--- src/pmac_cfg.svh ---
// Constants for the processor mode and segment access check.
// Included by the package and by the design files; definitions only.
`ifndef PMAC_CFG_SVH
`define PMAC_CFG_SVH

// Segment descriptor control field layout
`define PMAC_CTL_W          6
`define PMAC_CTL_TYPE_LO    0
`define PMAC_CTL_TYPE_HI    1
`define PMAC_CTL_WRITE_BIT  2
`define PMAC_CTL_MASTER_BIT 3
`define PMAC_CTL_PAGED_BIT  4
`define PMAC_CTL_PSIZE_BIT  5

// Segment type codes
`define PMAC_TYPE_MASTER    2'h0
`define PMAC_TYPE_SLAVE     2'h1
`define PMAC_TYPE_DATA      2'h2
`define PMAC_TYPE_EXEC      2'h3

// Instruction word
`define PMAC_INSN_W         36
`define PMAC_INHIBIT_BIT    28

// Address widths
`define PMAC_ADDR_W         18

// Reset values
`define PMAC_RST_CODE_TYPE  2'h0
`define PMAC_FAULT_CNT_W    16
`define PMAC_FAULT_CNT_RST  16'h0000

`endif

--- src/pmac_pkg.sv ---
// Types shared by the mode and access check files.
// Relies on pmac_cfg.svh for all numeric constants.
`include "pmac_cfg.svh"

package pmac_pkg;

  typedef enum logic [1:0]
  {
    PMAC_MODE_ABS,
    PMAC_MODE_MASTER,
    PMAC_MODE_SLAVE
  } pmac_mode_t;

  typedef enum logic [2:0]
  {
    PMAC_FLT_NONE,
    PMAC_FLT_PRIV,
    PMAC_FLT_FETCH,
    PMAC_FLT_OPERAND,
    PMAC_FLT_WRITE,
    PMAC_FLT_MASTER_ONLY,
    PMAC_FLT_ENTRY
  } pmac_fault_t;

  typedef enum logic [1:0]
  {
    PMAC_ACC_FETCH,
    PMAC_ACC_READ,
    PMAC_ACC_WRITE
  } pmac_acc_t;

endpackage

--- src/pmac_mode_check.sv ---
// Processor mode tracker and privilege / segment access checker.
// Sits between fetch/execute and relative translation; one clock domain.
// Operation
// - Exactly one of absolute, master, slave
// - Absolute and master run every instruction
// - Descriptor base, clock, I/O are privileged
// - Privileged instruction in slave code faults
// - Any fault forces absolute mode
// - Master code may enter absolute mode
// - Inhibit bit 28 ignored in slave mode
// - Absolute addresses and fetches only in absolute
// - Absolute operands may optionally go relative
// - Other modes translate fetches and operands
// - Mode follows fetching segment's type bits
// - Slave entry into master segment at zero
// - Type field: master, slave, data, execute-only
// - Instruction fetch from data segment refused
// - Execute-only segment: fetches only
// - Slave entry into execute-only at zero
// - Execute-only code otherwise acts as slave
// - Write-permit, master-access bits on every segment
// - Clear write-permit refuses every modification
// - Master-access set: master procedures only
// - Access checks apply to slave code only, except the data-segment fetch check, which also covers master
`timescale 1ns/10ps
`include "pmac_cfg.svh"

module pmac_mode_check
(
  // Clock and reset
  input  wire logic                     sys_clk,
  input  wire logic                     reset_n,
  // Instruction issue
  input  wire logic                     insn_valid,
  input  wire logic [`PMAC_INSN_W-1:0]  insn_word,
  input  wire logic                     insn_is_priv,
  input  wire logic                     insn_enter_abs,
  // Memory access request
  input  wire logic                     acc_valid,
  input  wire pmac_pkg::pmac_acc_t      acc_kind,
  input  wire logic [`PMAC_ADDR_W-1:0]  acc_addr,
  input  wire logic                     acc_transfer,
  input  wire logic                     abs_operand_rel,
  input  wire logic [`PMAC_CTL_W-1:0]   seg_ctl,
  // External fault sources
  input  wire logic                     ext_fault,
  // Mode change into relative code
  input  wire logic                     leave_abs,
  input  wire logic [`PMAC_CTL_W-1:0]   new_code_ctl,
  // Mode and address control
  output pmac_pkg::pmac_mode_t          mode,
  output logic                          use_relative,
  output logic                          inhibit_irq,
  // Verdicts
  output logic                          insn_allow,
  output logic                          acc_allow,
  output logic                          fault,
  output pmac_pkg::pmac_fault_t         fault_kind,
  output logic [`PMAC_FAULT_CNT_W-1:0]  fault_count
);

  import pmac_pkg::*;

  typedef struct packed
  {
    pmac_mode_t                    mode;
    logic [1:0]                    code_type;
    logic                          use_rel;
    logic                          inhibit;
    logic                          insn_ok;
    logic                          acc_ok;
    logic                          fault;
    pmac_fault_t                   fkind;
    logic [`PMAC_FAULT_CNT_W-1:0]  fcount;
  } pmac_state_t;

  pmac_state_t state_reg;
  pmac_state_t state_next;
  pmac_fault_t seg_fault;
  logic        priv_bad;
  logic        seg_bad;
  logic        any_fault;
  logic        abs_request;
  logic        operand_rel;
  logic        inhibit_seen;
  logic [1:0]  new_type;

  pmac_seg_check u_seg_check
  (
    .acc_kind     (acc_kind),
    .acc_addr     (acc_addr),
    .acc_transfer (acc_transfer),
    .cur_mode     (state_reg.mode),
    .seg_ctl      (seg_ctl),
    .fault_kind   (seg_fault)
  );

  // Mode from a code segment's type; execute-only behaves as slave
  function automatic pmac_mode_t mode_of(input logic [1:0] t);
    if (t == `PMAC_TYPE_MASTER)
      return PMAC_MODE_MASTER;
    else
      return PMAC_MODE_SLAVE;
  endfunction

  // Request decode, all against the mode held before this edge
  always_comb
  begin
    new_type = new_code_ctl[`PMAC_CTL_TYPE_HI:`PMAC_CTL_TYPE_LO];

    priv_bad = 1'b0;
    if (insn_valid && insn_is_priv)
    begin
      // Descriptor base, clock and I/O work is privileged
      if (state_reg.mode == PMAC_MODE_SLAVE)
      begin
        priv_bad = 1'b1;
      end
    end

    seg_bad = 1'b0;
    if (acc_valid)
    begin
      if (seg_fault != PMAC_FLT_NONE)
      begin
        seg_bad = 1'b1;
      end
    end

    any_fault = 1'b0;
    if (ext_fault || priv_bad || seg_bad)
    begin
      // Any fault source ends relative execution
      any_fault = 1'b1;
    end

    abs_request = 1'b0;
    if (insn_valid && insn_enter_abs)
    begin
      // Only master code may step down into absolute
      if (state_reg.mode == PMAC_MODE_MASTER)
      begin
        abs_request = 1'b1;
      end
    end

    operand_rel = 1'b0;
    if (acc_valid && acc_kind != PMAC_ACC_FETCH)
    begin
      // Fetches never take the relative path in absolute mode
      operand_rel = abs_operand_rel;
    end

    inhibit_seen = 1'b0;
    if (insn_valid)
    begin
      inhibit_seen = insn_word[`PMAC_INHIBIT_BIT];
    end
  end

  always_comb
  begin
    state_next = state_reg;
    // Grants and the fault strobe are one-cycle pulses
    state_next.insn_ok = 1'b0;
    state_next.acc_ok  = 1'b0;
    state_next.fault   = 1'b0;
    state_next.inhibit = 1'b0;

    if (insn_valid && !priv_bad)
    begin
      state_next.insn_ok = 1'b1;
    end
    // Refusal withholds the grant so nothing is written
    if (acc_valid && !seg_bad)
    begin
      state_next.acc_ok = 1'b1;
    end

    if (any_fault)
    begin
      state_next.fault = 1'b1;
    end
    // Counter wraps; software reads differences
    if (any_fault)
    begin
      state_next.fcount = state_reg.fcount + 16'h0001;
    end

    // Kind sticks until the next fault
    if (any_fault)
    begin
      if (priv_bad)
      begin
        state_next.fkind = PMAC_FLT_PRIV;
      end
      else if (seg_bad)
      begin
        state_next.fkind = seg_fault;
      end
      else
      begin
        // External source: no access kind to report
        state_next.fkind = PMAC_FLT_NONE;
      end
    end

    if (leave_abs)
    begin
      // Fault and step-down both drop a pending code change
      if (!any_fault && !abs_request)
      begin
        state_next.code_type = new_type;
      end
    end

    // Single enum register keeps exactly one mode
    case (state_reg.mode)
      PMAC_MODE_ABS:
      begin
        if (any_fault)
        begin
          state_next.mode = PMAC_MODE_ABS;
        end
        else if (leave_abs)
        begin
          state_next.mode = mode_of(new_type);
        end
        else
        begin
          state_next.mode = PMAC_MODE_ABS;
        end
      end
      PMAC_MODE_MASTER:
      begin
        if (any_fault)
        begin
          state_next.mode = PMAC_MODE_ABS;
        end
        else if (abs_request)
        begin
          state_next.mode = PMAC_MODE_ABS;
        end
        else if (leave_abs)
        begin
          state_next.mode = mode_of(new_type);
        end
        else
        begin
          state_next.mode = mode_of(state_reg.code_type);
        end
      end
      PMAC_MODE_SLAVE:
      begin
        if (any_fault)
        begin
          state_next.mode = PMAC_MODE_ABS;
        end
        else if (leave_abs)
        begin
          state_next.mode = mode_of(new_type);
        end
        else
        begin
          state_next.mode = mode_of(state_reg.code_type);
        end
      end
      default:
      begin
        // Unused code falls back to the safe mode
        state_next.mode = PMAC_MODE_ABS;
      end
    endcase

    // Relative path: always outside absolute, opt-in for operands
    case (state_next.mode)
      PMAC_MODE_ABS:
      begin
        state_next.use_rel = operand_rel;
      end
      PMAC_MODE_MASTER:
      begin
        state_next.use_rel = 1'b1;
      end
      PMAC_MODE_SLAVE:
      begin
        state_next.use_rel = 1'b1;
      end
      default:
      begin
        state_next.use_rel = 1'b1;
      end
    endcase

    // Inhibit honoured only in privileged modes
    case (state_reg.mode)
      PMAC_MODE_ABS:
      begin
        state_next.inhibit = inhibit_seen;
      end
      PMAC_MODE_MASTER:
      begin
        state_next.inhibit = inhibit_seen;
      end
      PMAC_MODE_SLAVE:
      begin
        // Slave code cannot hold off interrupts
        state_next.inhibit = 1'b0;
      end
      default:
      begin
        state_next.inhibit = 1'b0;
      end
    endcase
  end

  always_ff @(posedge sys_clk or negedge reset_n)
  begin
    if (!reset_n)
    begin
      state_reg.mode      <= PMAC_MODE_ABS;
      state_reg.code_type <= `PMAC_RST_CODE_TYPE;
      state_reg.use_rel   <= 1'b0;
      state_reg.inhibit   <= 1'b0;
      state_reg.insn_ok   <= 1'b0;
      state_reg.acc_ok    <= 1'b0;
      state_reg.fault     <= 1'b0;
      state_reg.fkind     <= PMAC_FLT_NONE;
      state_reg.fcount    <= `PMAC_FAULT_CNT_RST;
    end
    else
      state_reg <= state_next;
  end

  assign mode         = state_reg.mode;
  assign use_relative = state_reg.use_rel;
  assign inhibit_irq  = state_reg.inhibit;
  assign insn_allow   = state_reg.insn_ok;
  assign acc_allow    = state_reg.acc_ok;
  assign fault        = state_reg.fault;
  assign fault_kind   = state_reg.fkind;
  assign fault_count  = state_reg.fcount;

endmodule

--- src/pmac_seg_check.sv ---
// Per-access segment permission check from one descriptor control field.
// Combinational; the caller registers the verdict.
`timescale 1ns/10ps
`include "pmac_cfg.svh"

module pmac_seg_check
  import pmac_pkg::*;
(
  // Access being made
  input  wire pmac_pkg::pmac_acc_t      acc_kind,
  input  wire logic [`PMAC_ADDR_W-1:0]  acc_addr,
  input  wire logic                     acc_transfer,
  // Caller context
  input  wire pmac_pkg::pmac_mode_t     cur_mode,
  input  wire logic [`PMAC_CTL_W-1:0]   seg_ctl,
  // Verdict
  output pmac_pkg::pmac_fault_t         fault_kind
);

  logic [1:0] seg_type;
  logic       checked;

  always_comb
  begin
    seg_type = seg_ctl[`PMAC_CTL_TYPE_HI:`PMAC_CTL_TYPE_LO];
    // Only slave code is fully policed; master fetches are checked against data segments only
    checked = (cur_mode == PMAC_MODE_SLAVE);
    fault_kind = PMAC_FLT_NONE;
    if (checked)
    begin
      // Priority: master-only, write, kind, entry point
      if (seg_ctl[`PMAC_CTL_MASTER_BIT])
        fault_kind = PMAC_FLT_MASTER_ONLY;
      else if (acc_kind == PMAC_ACC_WRITE &&
               !seg_ctl[`PMAC_CTL_WRITE_BIT])
        fault_kind = PMAC_FLT_WRITE;
      else if (acc_kind == PMAC_ACC_FETCH &&
               seg_type == `PMAC_TYPE_DATA)
        fault_kind = PMAC_FLT_FETCH;
      else if (acc_kind != PMAC_ACC_FETCH &&
               seg_type == `PMAC_TYPE_EXEC)
        fault_kind = PMAC_FLT_OPERAND;
      else if (acc_transfer && acc_kind == PMAC_ACC_FETCH &&
               (seg_type == `PMAC_TYPE_MASTER ||
                seg_type == `PMAC_TYPE_EXEC) &&
               acc_addr != '0)
        fault_kind = PMAC_FLT_ENTRY;
    end
    else if (acc_kind == PMAC_ACC_FETCH && cur_mode != PMAC_MODE_ABS &&
             seg_type == `PMAC_TYPE_DATA)
      fault_kind = PMAC_FLT_FETCH;
  end

endmodule

--- config.mk ---
export PLATFORM = sky130hd
export DESIGN_NAME = pmac_mode_check
export DESIGN_NICKNAME = d
export VERILOG_FILES = /design/src/pmac_pkg.sv /design/src/pmac_mode_check.sv /design/src/pmac_seg_check.sv
export VERILOG_INCLUDE_DIRS = /design/src
export SDC_FILE = /design/constraint.sdc
export NUM_CORES = 1
export LEC_CHECK = 0
export CAP_MARGIN = 30
export CORE_ASPECT_RATIO = 0.8
export CORE_MARGIN = 3
export CORE_UTILIZATION = 55
export DETAILED_ROUTE_END_ITERATION = 12
export DONT_BUFFER_PORTS = 1
export PLACE_DENSITY_LB_ADDON = 0.1
export SLEW_MARGIN = 20
export SYNTH_ARGS = -nofsm -noshare
export SYNTH_HDL_FRONTEND = slang
export SYNTH_HIERARCHICAL = 1
export SYNTH_SLANG_ARGS = --single-unit
--- constraint.sdc ---
create_clock -name sys_clk -period 2.4 [get_ports sys_clk]
set_input_delay 0.48 -clock sys_clk [delete_from_list [all_inputs] [get_ports sys_clk]]
set_output_delay 0.48 -clock sys_clk [all_outputs]
set_load 0.01 [all_outputs]
==> impl_metrics.tcl, run 1 <==
set metrics [dict create \
    status "complete, no violations" \
    final_common_cell "dfrtp_1" \
    dpl_cell_area_sq_um 1570 \
    die_h_um 54.5 \
    setup_viol 0 \
    ys.flop_type "dfrtp_1" \
    post-route-period-util_pct 98.0 \
    globalRouteTotalUtil_pct 18.2 \
    worst-setup-path-type "input pin to flip-flop" \
    largest_register_ff_count 16 \
    crit_slowest_cell "or3_4" \
    fin_nets 226 \
    grt-ovfl-total 0 \
    grt_pass1_wl_mm 4.89 \
    timing.rr.start "mode[1]" \
    worstPathMaxFanout 3 \
    powerDensity_nw_per_um2 849 \
    clockBufferDepth 2 \
    nFillCells 206 \
    async_flop_share_pct 100 \
    boundaryPins 104 \
    area_growth_pct 6.33 \
    drive_above_1_share_pct 31.3 \
    whs_ns 0.0127 \
    place.port_buffers 0 \
    cp-startpoint "acc_addr[8]" \
    die_area_sq_um 3640 \
    dpl.hpwl_mm 2.42 \
    synthesis.nets 232 \
    rows 16 \
    utilization_pct 65.7 \
    fin_crit_ns 2.35 \
    vdd_ir_drop_max_uv 599 \
    cp-end-kind "flip-flop" \
    hold_path_class "input pin to asynchronous set/reset pin" \
    cap_violations 0 \
    seq_area_frac_synth_pct 43.2 \
    syn_area_sq_um 1620 \
    cts_buffers 3 \
    diodes 0 \
    critical_path_depth 9 \
    cp-start-kind "input pin" \
    netlist_instances 151 \
    reg2reg_depth 8 \
    insertion_delay_ns 0.27 \
    slew_headroom_pct 76.2 \
    grt_max_degree 29 \
    setup_tns_ns 0 \
    first_iter_violations 58 \
    drv_slew 0 \
    h-tree-depth 1 \
    fp.dieW_um 66.7 \
    crit_path_end "state_reg[25]" \
    initial_core_util_pct 61.8 \
    p_leak_nw 0.687 \
    crit_family "simple AND/OR/NAND/NOR gates" \
    postRouteAntennaNets 0 \
    firstDrtPassIters 4 \
    worst-slew-pin-transition_ns 0.357 \
    yosys_warnings 6 \
    avgViaCountPerCell 5.92 \
    wl_per_cell_um 17.8 \
    cts_tree "done" \
    globalplace.congestion 0.753 \
    critPathBufInv 1 \
    finalHoldViolCount 0 \
    wirelength_mm 3.20 \
    synth_edf_count 0 \
    ys_types 42 \
    grt_pass1_vias 1018 \
    clk_pin_slew_ns 0.09 \
    cp_slowest_stage_delay_ns 0.36 \
    route.detailed.drc 0 \
    skew_ns 0.00259 \
    max_freq_mhz 425 \
    crit_path_cell_trace "nor4_2 > nand3_1 > buf_4 > nor2_2 > o32ai_2 > or3_4 > a211oi_4 > and3_4 > mux2_2" \
    cts.sinks 28 \
    crit_arrival_ns 2.52 \
    final_cell_mix "dfrtp_1, xor2_1, buf_4" \
    r2r_setup_slack_ns 0.20 \
    cts-root-buf "clkbuf_8" \
    worstPathRequired_ns 2.56 \
    antenna_found_initial 0 \
    syn_avg_cell_area_sq_um 10.7 \
    core_sq_um 2620 \
    rr_endpoint "state_reg[25]" \
    fin_area_sq_um 1720 \
    synth_seq_cells 28 \
    vias 1065 \
]
==> worst register-to-register path: stages, from the launching register on <==
cell and delay (ns):
dfrtp_1 0.38, nand2b_1 0.15, nor3_1 0.08, o21ai_1 0.11
o21ai_2 0.09, or3_4 0.39, a211oi_4 0.32, and3_4 0.24
mux2_2 0.32
==> where the power goes <==
part | internal (mW) | switching, mW
combinational | 0.181 | 0.174
clock | 0.147 | 0.138
sequential | 0.595 | 0.228
==> per-layer routing <==
metal  up-vias  part of all wire, %  global-route usage, %
li1        506                    -                      -
met1       496                   43                   23.7
met2        56                   45                   29.1
met3         7                   10                   6.16
met4         0                 0.85                   5.41
met5         -                    0                      0
==> stage by stage <==
stage                     cells  setup slack, ns  power (mW)
after global placement      173           -0.173        1.14
after CTS                   178           0.0449        1.46
after detailed placement    173           -0.245        1.16
after global routing        180          -0.0437        1.56
after floorplan             151         -0.00913        1.21
final                       180           0.0473        1.46
==> synth_stat cells (2+ instances only) <==
master	number	area share (%)
nor2_1	10	2.3
and2_1	2	0.77
o21ai_0	2	0.62
inv_1	2	0.46
xor2_1	13	7.0
ha_1	3	2.3
nand3_1	9	2.8
nor3_1	8	2.5
xnor2_1	2	1.1
nor3_2	2	1.2
a211oi_2	2	1.5
buf_4	21	9.7
nand2b_1	2	0.77
a21oi_1	2	0.62
dfrtp_1	28	43
and3_2	2	0.93
nand4_1	3	1.2
mux2_4	2	1.9
nand2_1	6	1.4
a32o_1	2	1.2
nor4_1	5	1.9
mux2_2	2	1.4
nor4_2	2	1.5
==> area by class of cell <==
| type | count | area, sq um | area share, % |
|---|---|---|---|
| flip-flops and latches | 28 | 701 | 40.7 |
| inverters | 3 | 13.8 | 0.799 |
| multi-input cells | 96 | 795 | 46.1 |
| well taps | 36 | 45.0 | 2.61 |
| repair buffers | 13 | 114 | 6.61 |
| clock buffers | 4 | 55.1 | 3.20 |
==> kinds of logic after synthesis <==
| family | count (synthesis) | share of synthesized area [%] |
|---|---|---|
| adders and majority gates | 3 | 2.32 |
| AOI/OAI and AO/OA | 14 | 8.03 |
| xor gates and xnor gates | 15 | 8.11 |
| DFF | 28 | 43.2 |
| buffers and inverters | 27 | 12.7 |
| muxes | 4 | 3.24 |
| and+or+nand+nor | 60 | 22.3 |
==> how the worst min path moves through the flow <==
stage,cells after the start,endpoint,from
after global routing,1,fault_count[0],reset_n
final,1,fault_count[14],reset_n
after floorplan,0,acc_allow,reset_n
after CTS,1,fault,reset_n
after global placement,0,fault_count[11],reset_n
after detailed placement,0,fault_count[13],reset_n
==> repair_timing <==
| item | 4_1_cts | 5_1_grt |
|---|---|---|
| buffers inserted | 0 | 2 |
| hold endpoints to repair | 28 | 0 |
| setup endpoints to repair | 0 | 18 |
| gates resized for setup | 0 | 10 |
| hold buffers | 1 | 0 |
No activity file was read; power rests on OpenSTA's default activity.
==> run 2, diff against run 1 <==
--- a/config.mk
+++ b/config.mk
@@ -9,10 +9,11 @@
 export CAP_MARGIN = 30
 export CORE_ASPECT_RATIO = 0.8
 export CORE_MARGIN = 3
-export CORE_UTILIZATION = 55
+export CORE_UTILIZATION = 62
 export DETAILED_ROUTE_END_ITERATION = 12
 export DONT_BUFFER_PORTS = 1
 export PLACE_DENSITY_LB_ADDON = 0.1
+export SKIP_CTS_REPAIR_TIMING = 1
 export SLEW_MARGIN = 20
 export SYNTH_ARGS = -nofsm -noshare
 export SYNTH_HDL_FRONTEND = slang
==> run 2 against run 1 <==
  * First-iteration DRC count decreased by 26%
  * Hold slack improved by 0.19 ns
  * Clock power decreased by 19%
  * Global-route usage increased by 2.7 points
  * Non-clock buffer count increased by 4
  * Sequential cell count unchanged
  * Worst setup slack improved by 0.053 ns
  * Critical path type unchanged
  * Largest cell class unchanged
  * Largest power group unchanged
==> impl_metrics.tcl, run 2 (synthesis results as in run 1) <==
set metrics [dict create \
    status "complete, no violations" \
    initial_core_util_pct 70.2 \
    worstPathMaxFanout 4 \
    nFillCells 181 \
    post-route-period-util_pct 95.8 \
    p_seq_share_pct 57.9 \
    die_h_um 51.7 \
    core_sq_um 2310 \
    seqCellArea_sq_um 701 \
    cts.sinks 28 \
    reg2reg_depth 8 \
    h-tree-depth 1 \
    cap_violations 0 \
    utilization_pct 73.5 \
    p_leak_nw 0.690 \
    wirelength_mm 3.35 \
    vdd_ir_drop_max_uv 532 \
    p_int_mw 0.879 \
    avgViaCountPerCell 6.16 \
    final_cell_mix "dfrtp_1, xor2_1, buf_4" \
    cts_buffers 3 \
    clk_pin_slew_ns 0.15 \
    drv_slew 0 \
    insertion_delay_ns 0.34 \
    critPathBufInv 0 \
    dp_slack_ns -0.292 \
    fin_crit_ns 2.30 \
    worstPathRequired_ns 2.64 \
    worst-slew-pin-transition_ns 0.360 \
    setup_ws_ns 0.101 \
    cts_tree "done" \
    crit_slowest_cell "or3_4" \
    holdPathStages 1 \
    drive_above_1_share_pct 30.4 \
    wl_per_cell_um 18.4 \
    crit_path_cell_trace "nor4_1 > nand3_1 > nor3_2 > o21ai_1 > or3_4 > a211oi_4 > and3_4 > mux2_2" \
    firstDrtPassIters 4 \
    antenna_found_initial 0 \
    place.port_buffers 0 \
    grt-ovfl-total 0 \
    hold_path_class "input pin to flip-flop" \
    die_area_sq_um 3270 \
    switching_share_pct 38.6 \
    worst-setup-path-type "input pin to flip-flop" \
    cp_slowest_stage_delay_ns 0.42 \
    p_sw_mw 0.552 \
    first_iter_violations 43 \
    finalHoldViolCount 0 \
    cts-root-buf "clkbuf_4" \
    slew_headroom_pct 76.0 \
    fp.dieW_um 63.2 \
    route.detailed.drc 0 \
    combinationalPowerShare_pct 26.0 \
    rows 15 \
    grt_max_degree 29 \
    powerDensity_nw_per_um2 843 \
    dpl.hpwl_mm 2.53 \
    area_growth_pct 4.71 \
    cp-start-kind "input pin" \
    grt_pass1_wl_mm 5.08 \
    diodes 0 \
    globalplace.congestion 0.794 \
    setup_viol 0 \
    max_freq_mhz 435 \
    grt_pass1_vias 1048 \
    fin_nets 230 \
    crit_arrival_ns 2.54 \
    final_common_cell "dfrtp_1" \
    multi_input_area_sq_um 759 \
    largest_register_ff_count 16 \
    postRouteAntennaNets 0 \
    rsz0062_at_grt "no" \
    cp-end-kind "flip-flop" \
    globalRouteTotalUtil_pct 20.9 \
    boundaryPins 104 \
    vias 1121 \
    skew_ns 0.00840 \
    clockBufferDepth 2 \
    critical_path_depth 8 \
    power_frac_clock_pct 16.2 \
    crit_family "simple AND/OR/NAND/NOR gates" \
]
run 2: worst paths after layout:
path	slack [ns]	endpoint	startpoint
setup / recovery	0.10	state_reg[24]	acc_addr[8]
hold / removal	0.20	mode[1]	leave_abs
setup reg to reg	0.18	state_reg[24]	mode[0]
hold reg to reg	0.54	state_reg[25]	state_reg[25]
max in group asynchronous	1.68	fault_count[12]	reset_n
min in group asynchronous	0.57	inhibit_irq	reset_n
run 2: through the flow:
step                      instances  area (sq um)  setup TNS [ns]  hold WS (ns)  power [mW]
final                           182          1700               0         0.204        1.43
after global routing            182          1700               0         0.186        1.51
after CTS                       177          1620               0        -0.199        1.40
after detailed placement        173          1590           -4.29         0.185        1.17
after global placement          173          1590           -3.34         0.185        1.15
after floorplan                 151          1650         -0.0183         0.184        1.21
run 2: layout make-up:
cell class	count	share of cell area, %
inverter	3	0.811
timing repair buffer	17	8.48
multi-input combinational	96	44.8
sequential	28	41.3
clock buffer	4	2.14
tap	34	2.51
run 2: per-layer routing:
layer	wire, um	global-route usage (%)	vias to the layer above
met4	38	8.06	0
met1	1440	24.9	549
met5	0	0	-
li1	-	-	514
met3	272	6.26	4
met2	1590	36.1	54
run 2: power groups by stage:
stage               logic (mW)  registers, mW  clock network [mW]
floorplan                0.491          0.716                   0
global placement         0.322          0.823                   0
detailed placement       0.337          0.833                   0
CTS                      0.338          0.823               0.234
global route             0.407          0.847               0.253
finish                   0.371          0.828               0.231
==> run 3, diff against run 2 <==
--- a/config.mk
+++ b/config.mk
@@ -12,7 +12,7 @@
 export CORE_UTILIZATION = 62
 export DETAILED_ROUTE_END_ITERATION = 12
 export DONT_BUFFER_PORTS = 1
-export PLACE_DENSITY_LB_ADDON = 0.1
+export PLACE_DENSITY_LB_ADDON = 0.12
 export SKIP_CTS_REPAIR_TIMING = 1
 export SLEW_MARGIN = 20
 export SYNTH_ARGS = -nofsm -noshare
==> run 3 against run 2 <==
  * Global-route usage shrank 0.48 points
  * Combinational power barely moved
  * Hold slack improved by 0.0036 ns
  * Sequential share of layout area fell by 0.36 points
  * Die area is the same
  * Clock skew grew 0.0053 ns
  * Maximum frequency increased by 1.0%
  * Worst setup slack improved by 0.023 ns
  * Final cell count is 0.55% higher
  * Sequential power shrank 1%
  * Largest cell class unchanged
==> impl_metrics.tcl, run 3 (synthesis results as in run 1) <==
set metrics [dict create \
    status "complete, no violations" \
    cts_buffers 3 \
    worstPathRequired_ns 2.66 \
    h-tree-depth 1 \
    die_h_um 51.7 \
    worst-slew-pin-transition_ns 0.366 \
    skew_ns 0.0137 \
    cp-end-kind "flip-flop" \
    route.detailed.drc 0 \
    boundaryPins 104 \
    initial_core_util_pct 70.2 \
    drive_above_1_share_pct 30.2 \
    grt_max_degree 29 \
    worst-setup-path-type "input pin to flip-flop" \
    diodes 0 \
    clockBufferDepth 2 \
    max_freq_mhz 439 \
    fin_nets 231 \
    dpl.hpwl_mm 2.49 \
    p_leak_nw 0.703 \
    vias 1064 \
    final_cell_mix "dfrtp_1, buf_4, xor2_1" \
    vdd_ir_drop_max_uv 727 \
    grt-ovfl-total 0 \
    fp.dieW_um 63.2 \
    combinationalPowerShare_pct 24.9 \
    setup_viol 0 \
    area_growth_pct 5.64 \
    drv_slew 0 \
    grt_pass1_vias 1075 \
    antenna_found_initial 0 \
    first_iter_violations 57 \
    p_seq_share_pct 54.9 \
    largest_register_ff_count 16 \
    cap_violations 0 \
    clk_pin_slew_ns 0.15 \
    cts-root-buf "clkbuf_4" \
    hold_path_class "input pin to flip-flop" \
    power_frac_clock_pct 20.2 \
    place.port_buffers 0 \
    die_area_sq_um 3270 \
    cts.sinks 28 \
    avgViaCountPerCell 5.81 \
    switching_share_pct 36.0 \
    layout.cells.non_filler 183 \
    p_sw_mw 0.536 \
    post-route-period-util_pct 94.9 \
    insertion_delay_ns 0.33 \
    wl_per_cell_um 17.3 \
    setup_tns_ns 0 \
    globalplace.congestion 0.809 \
    utilization_pct 74.1 \
    fin_crit_ns 2.28 \
    grt_pass1_wl_mm 5.04 \
    finalHoldViolCount 0 \
    postRouteAntennaNets 0 \
    p_int_mw 0.954 \
    cts_tree "done" \
    crit_arrival_ns 2.54 \
    placedCellCount 177 \
    worstPathMaxFanout 12 \
    rows 15 \
    firstDrtPassIters 4 \
    wirelength_mm 3.17 \
    core_sq_um 2310 \
    powerDensity_nw_per_um2 871 \
    cp-start-kind "input pin" \
    globalRouteTotalUtil_pct 20.4 \
    final_common_cell "dfrtp_1" \
    slew_headroom_pct 75.6 \
]
-- run 3: power groups by stage --
stage / Clock (mW) / Combinational (mW) / Sequential (mW)
2_1_floorplan: 0 / 0.491 / 0.716
3_3_place_gp: 0 / 0.334 / 0.823
3_5_place_dp: 0 / 0.347 / 0.829
4_1_cts: 0.308 / 0.349 / 0.820
5_1_grt: 0.334 / 0.412 / 0.847
6_report: 0.301 / 0.370 / 0.819
-- run 3: metal layers --
metal	GRT usage (%)	wire length [um]	up-vias
li1	-	-	513
met4	6.96	31	0
met5	0	0	-
met1	25.1	1360	497
met2	33.3	1490	50
met3	7.78	295	4
-- run 3: path summary, 6_finish.rpt --
kind / slack, ns / cells past startpoint / end / start
max in group asynchronous: 1.67 / 2 / fault_count[10] / reset_n
hold reg to reg: 0.53 / 1 / state_reg[25] / state_reg[25]
min in group asynchronous: 0.57 / 2 / fault_count[3] / reset_n
setup / recovery: 0.12 / 10 / mode[1] / acc_addr[12]
hold / removal: 0.21 / 1 / mode[1] / leave_abs
setup reg to reg: 0.17 / 9 / fault_count[13] / mode[0]
-- run 3: through the flow --
stage / area [sq um] / total power [mW] / worst slack (ns) / hold WS [ns]
3_5_place_dp: 1620 / 1.18 / -0.223 / 0.185
6_report: 1710 / 1.49 / 0.123 / 0.208
2_1_floorplan: 1650 / 1.21 / -0.00913 / 0.184
5_1_grt: 1710 / 1.59 / -0.0244 / 0.162
3_3_place_gp: 1620 / 1.16 / -0.184 / 0.185
4_1_cts: 1670 / 1.48 / 0.122 / -0.192
-- run 3: area by class of cell --
cell class | count | area (sq um)
flip-flops and latches | 28 | 701
clock inverters | 1 | 30.0
clock buffers | 3 | 22.5
inverters | 3 | 13.8
well taps | 34 | 42.5
repair buffers | 18 | 150
fillers | 184 | 597
multi-input cells | 96 | 752
-- run 3: worst max-delay path, cell delays in order --
cell and delay [ns]:
nor4_1 0.27, nand3_1 0.15, nor3_2 0.19, o21ai_1 0.11, or3_4 0.40, a211oi_2 0.25, buf_4 0.25, buf_4 0.13
o311ai_2 0.13, a211oi_2 0.17
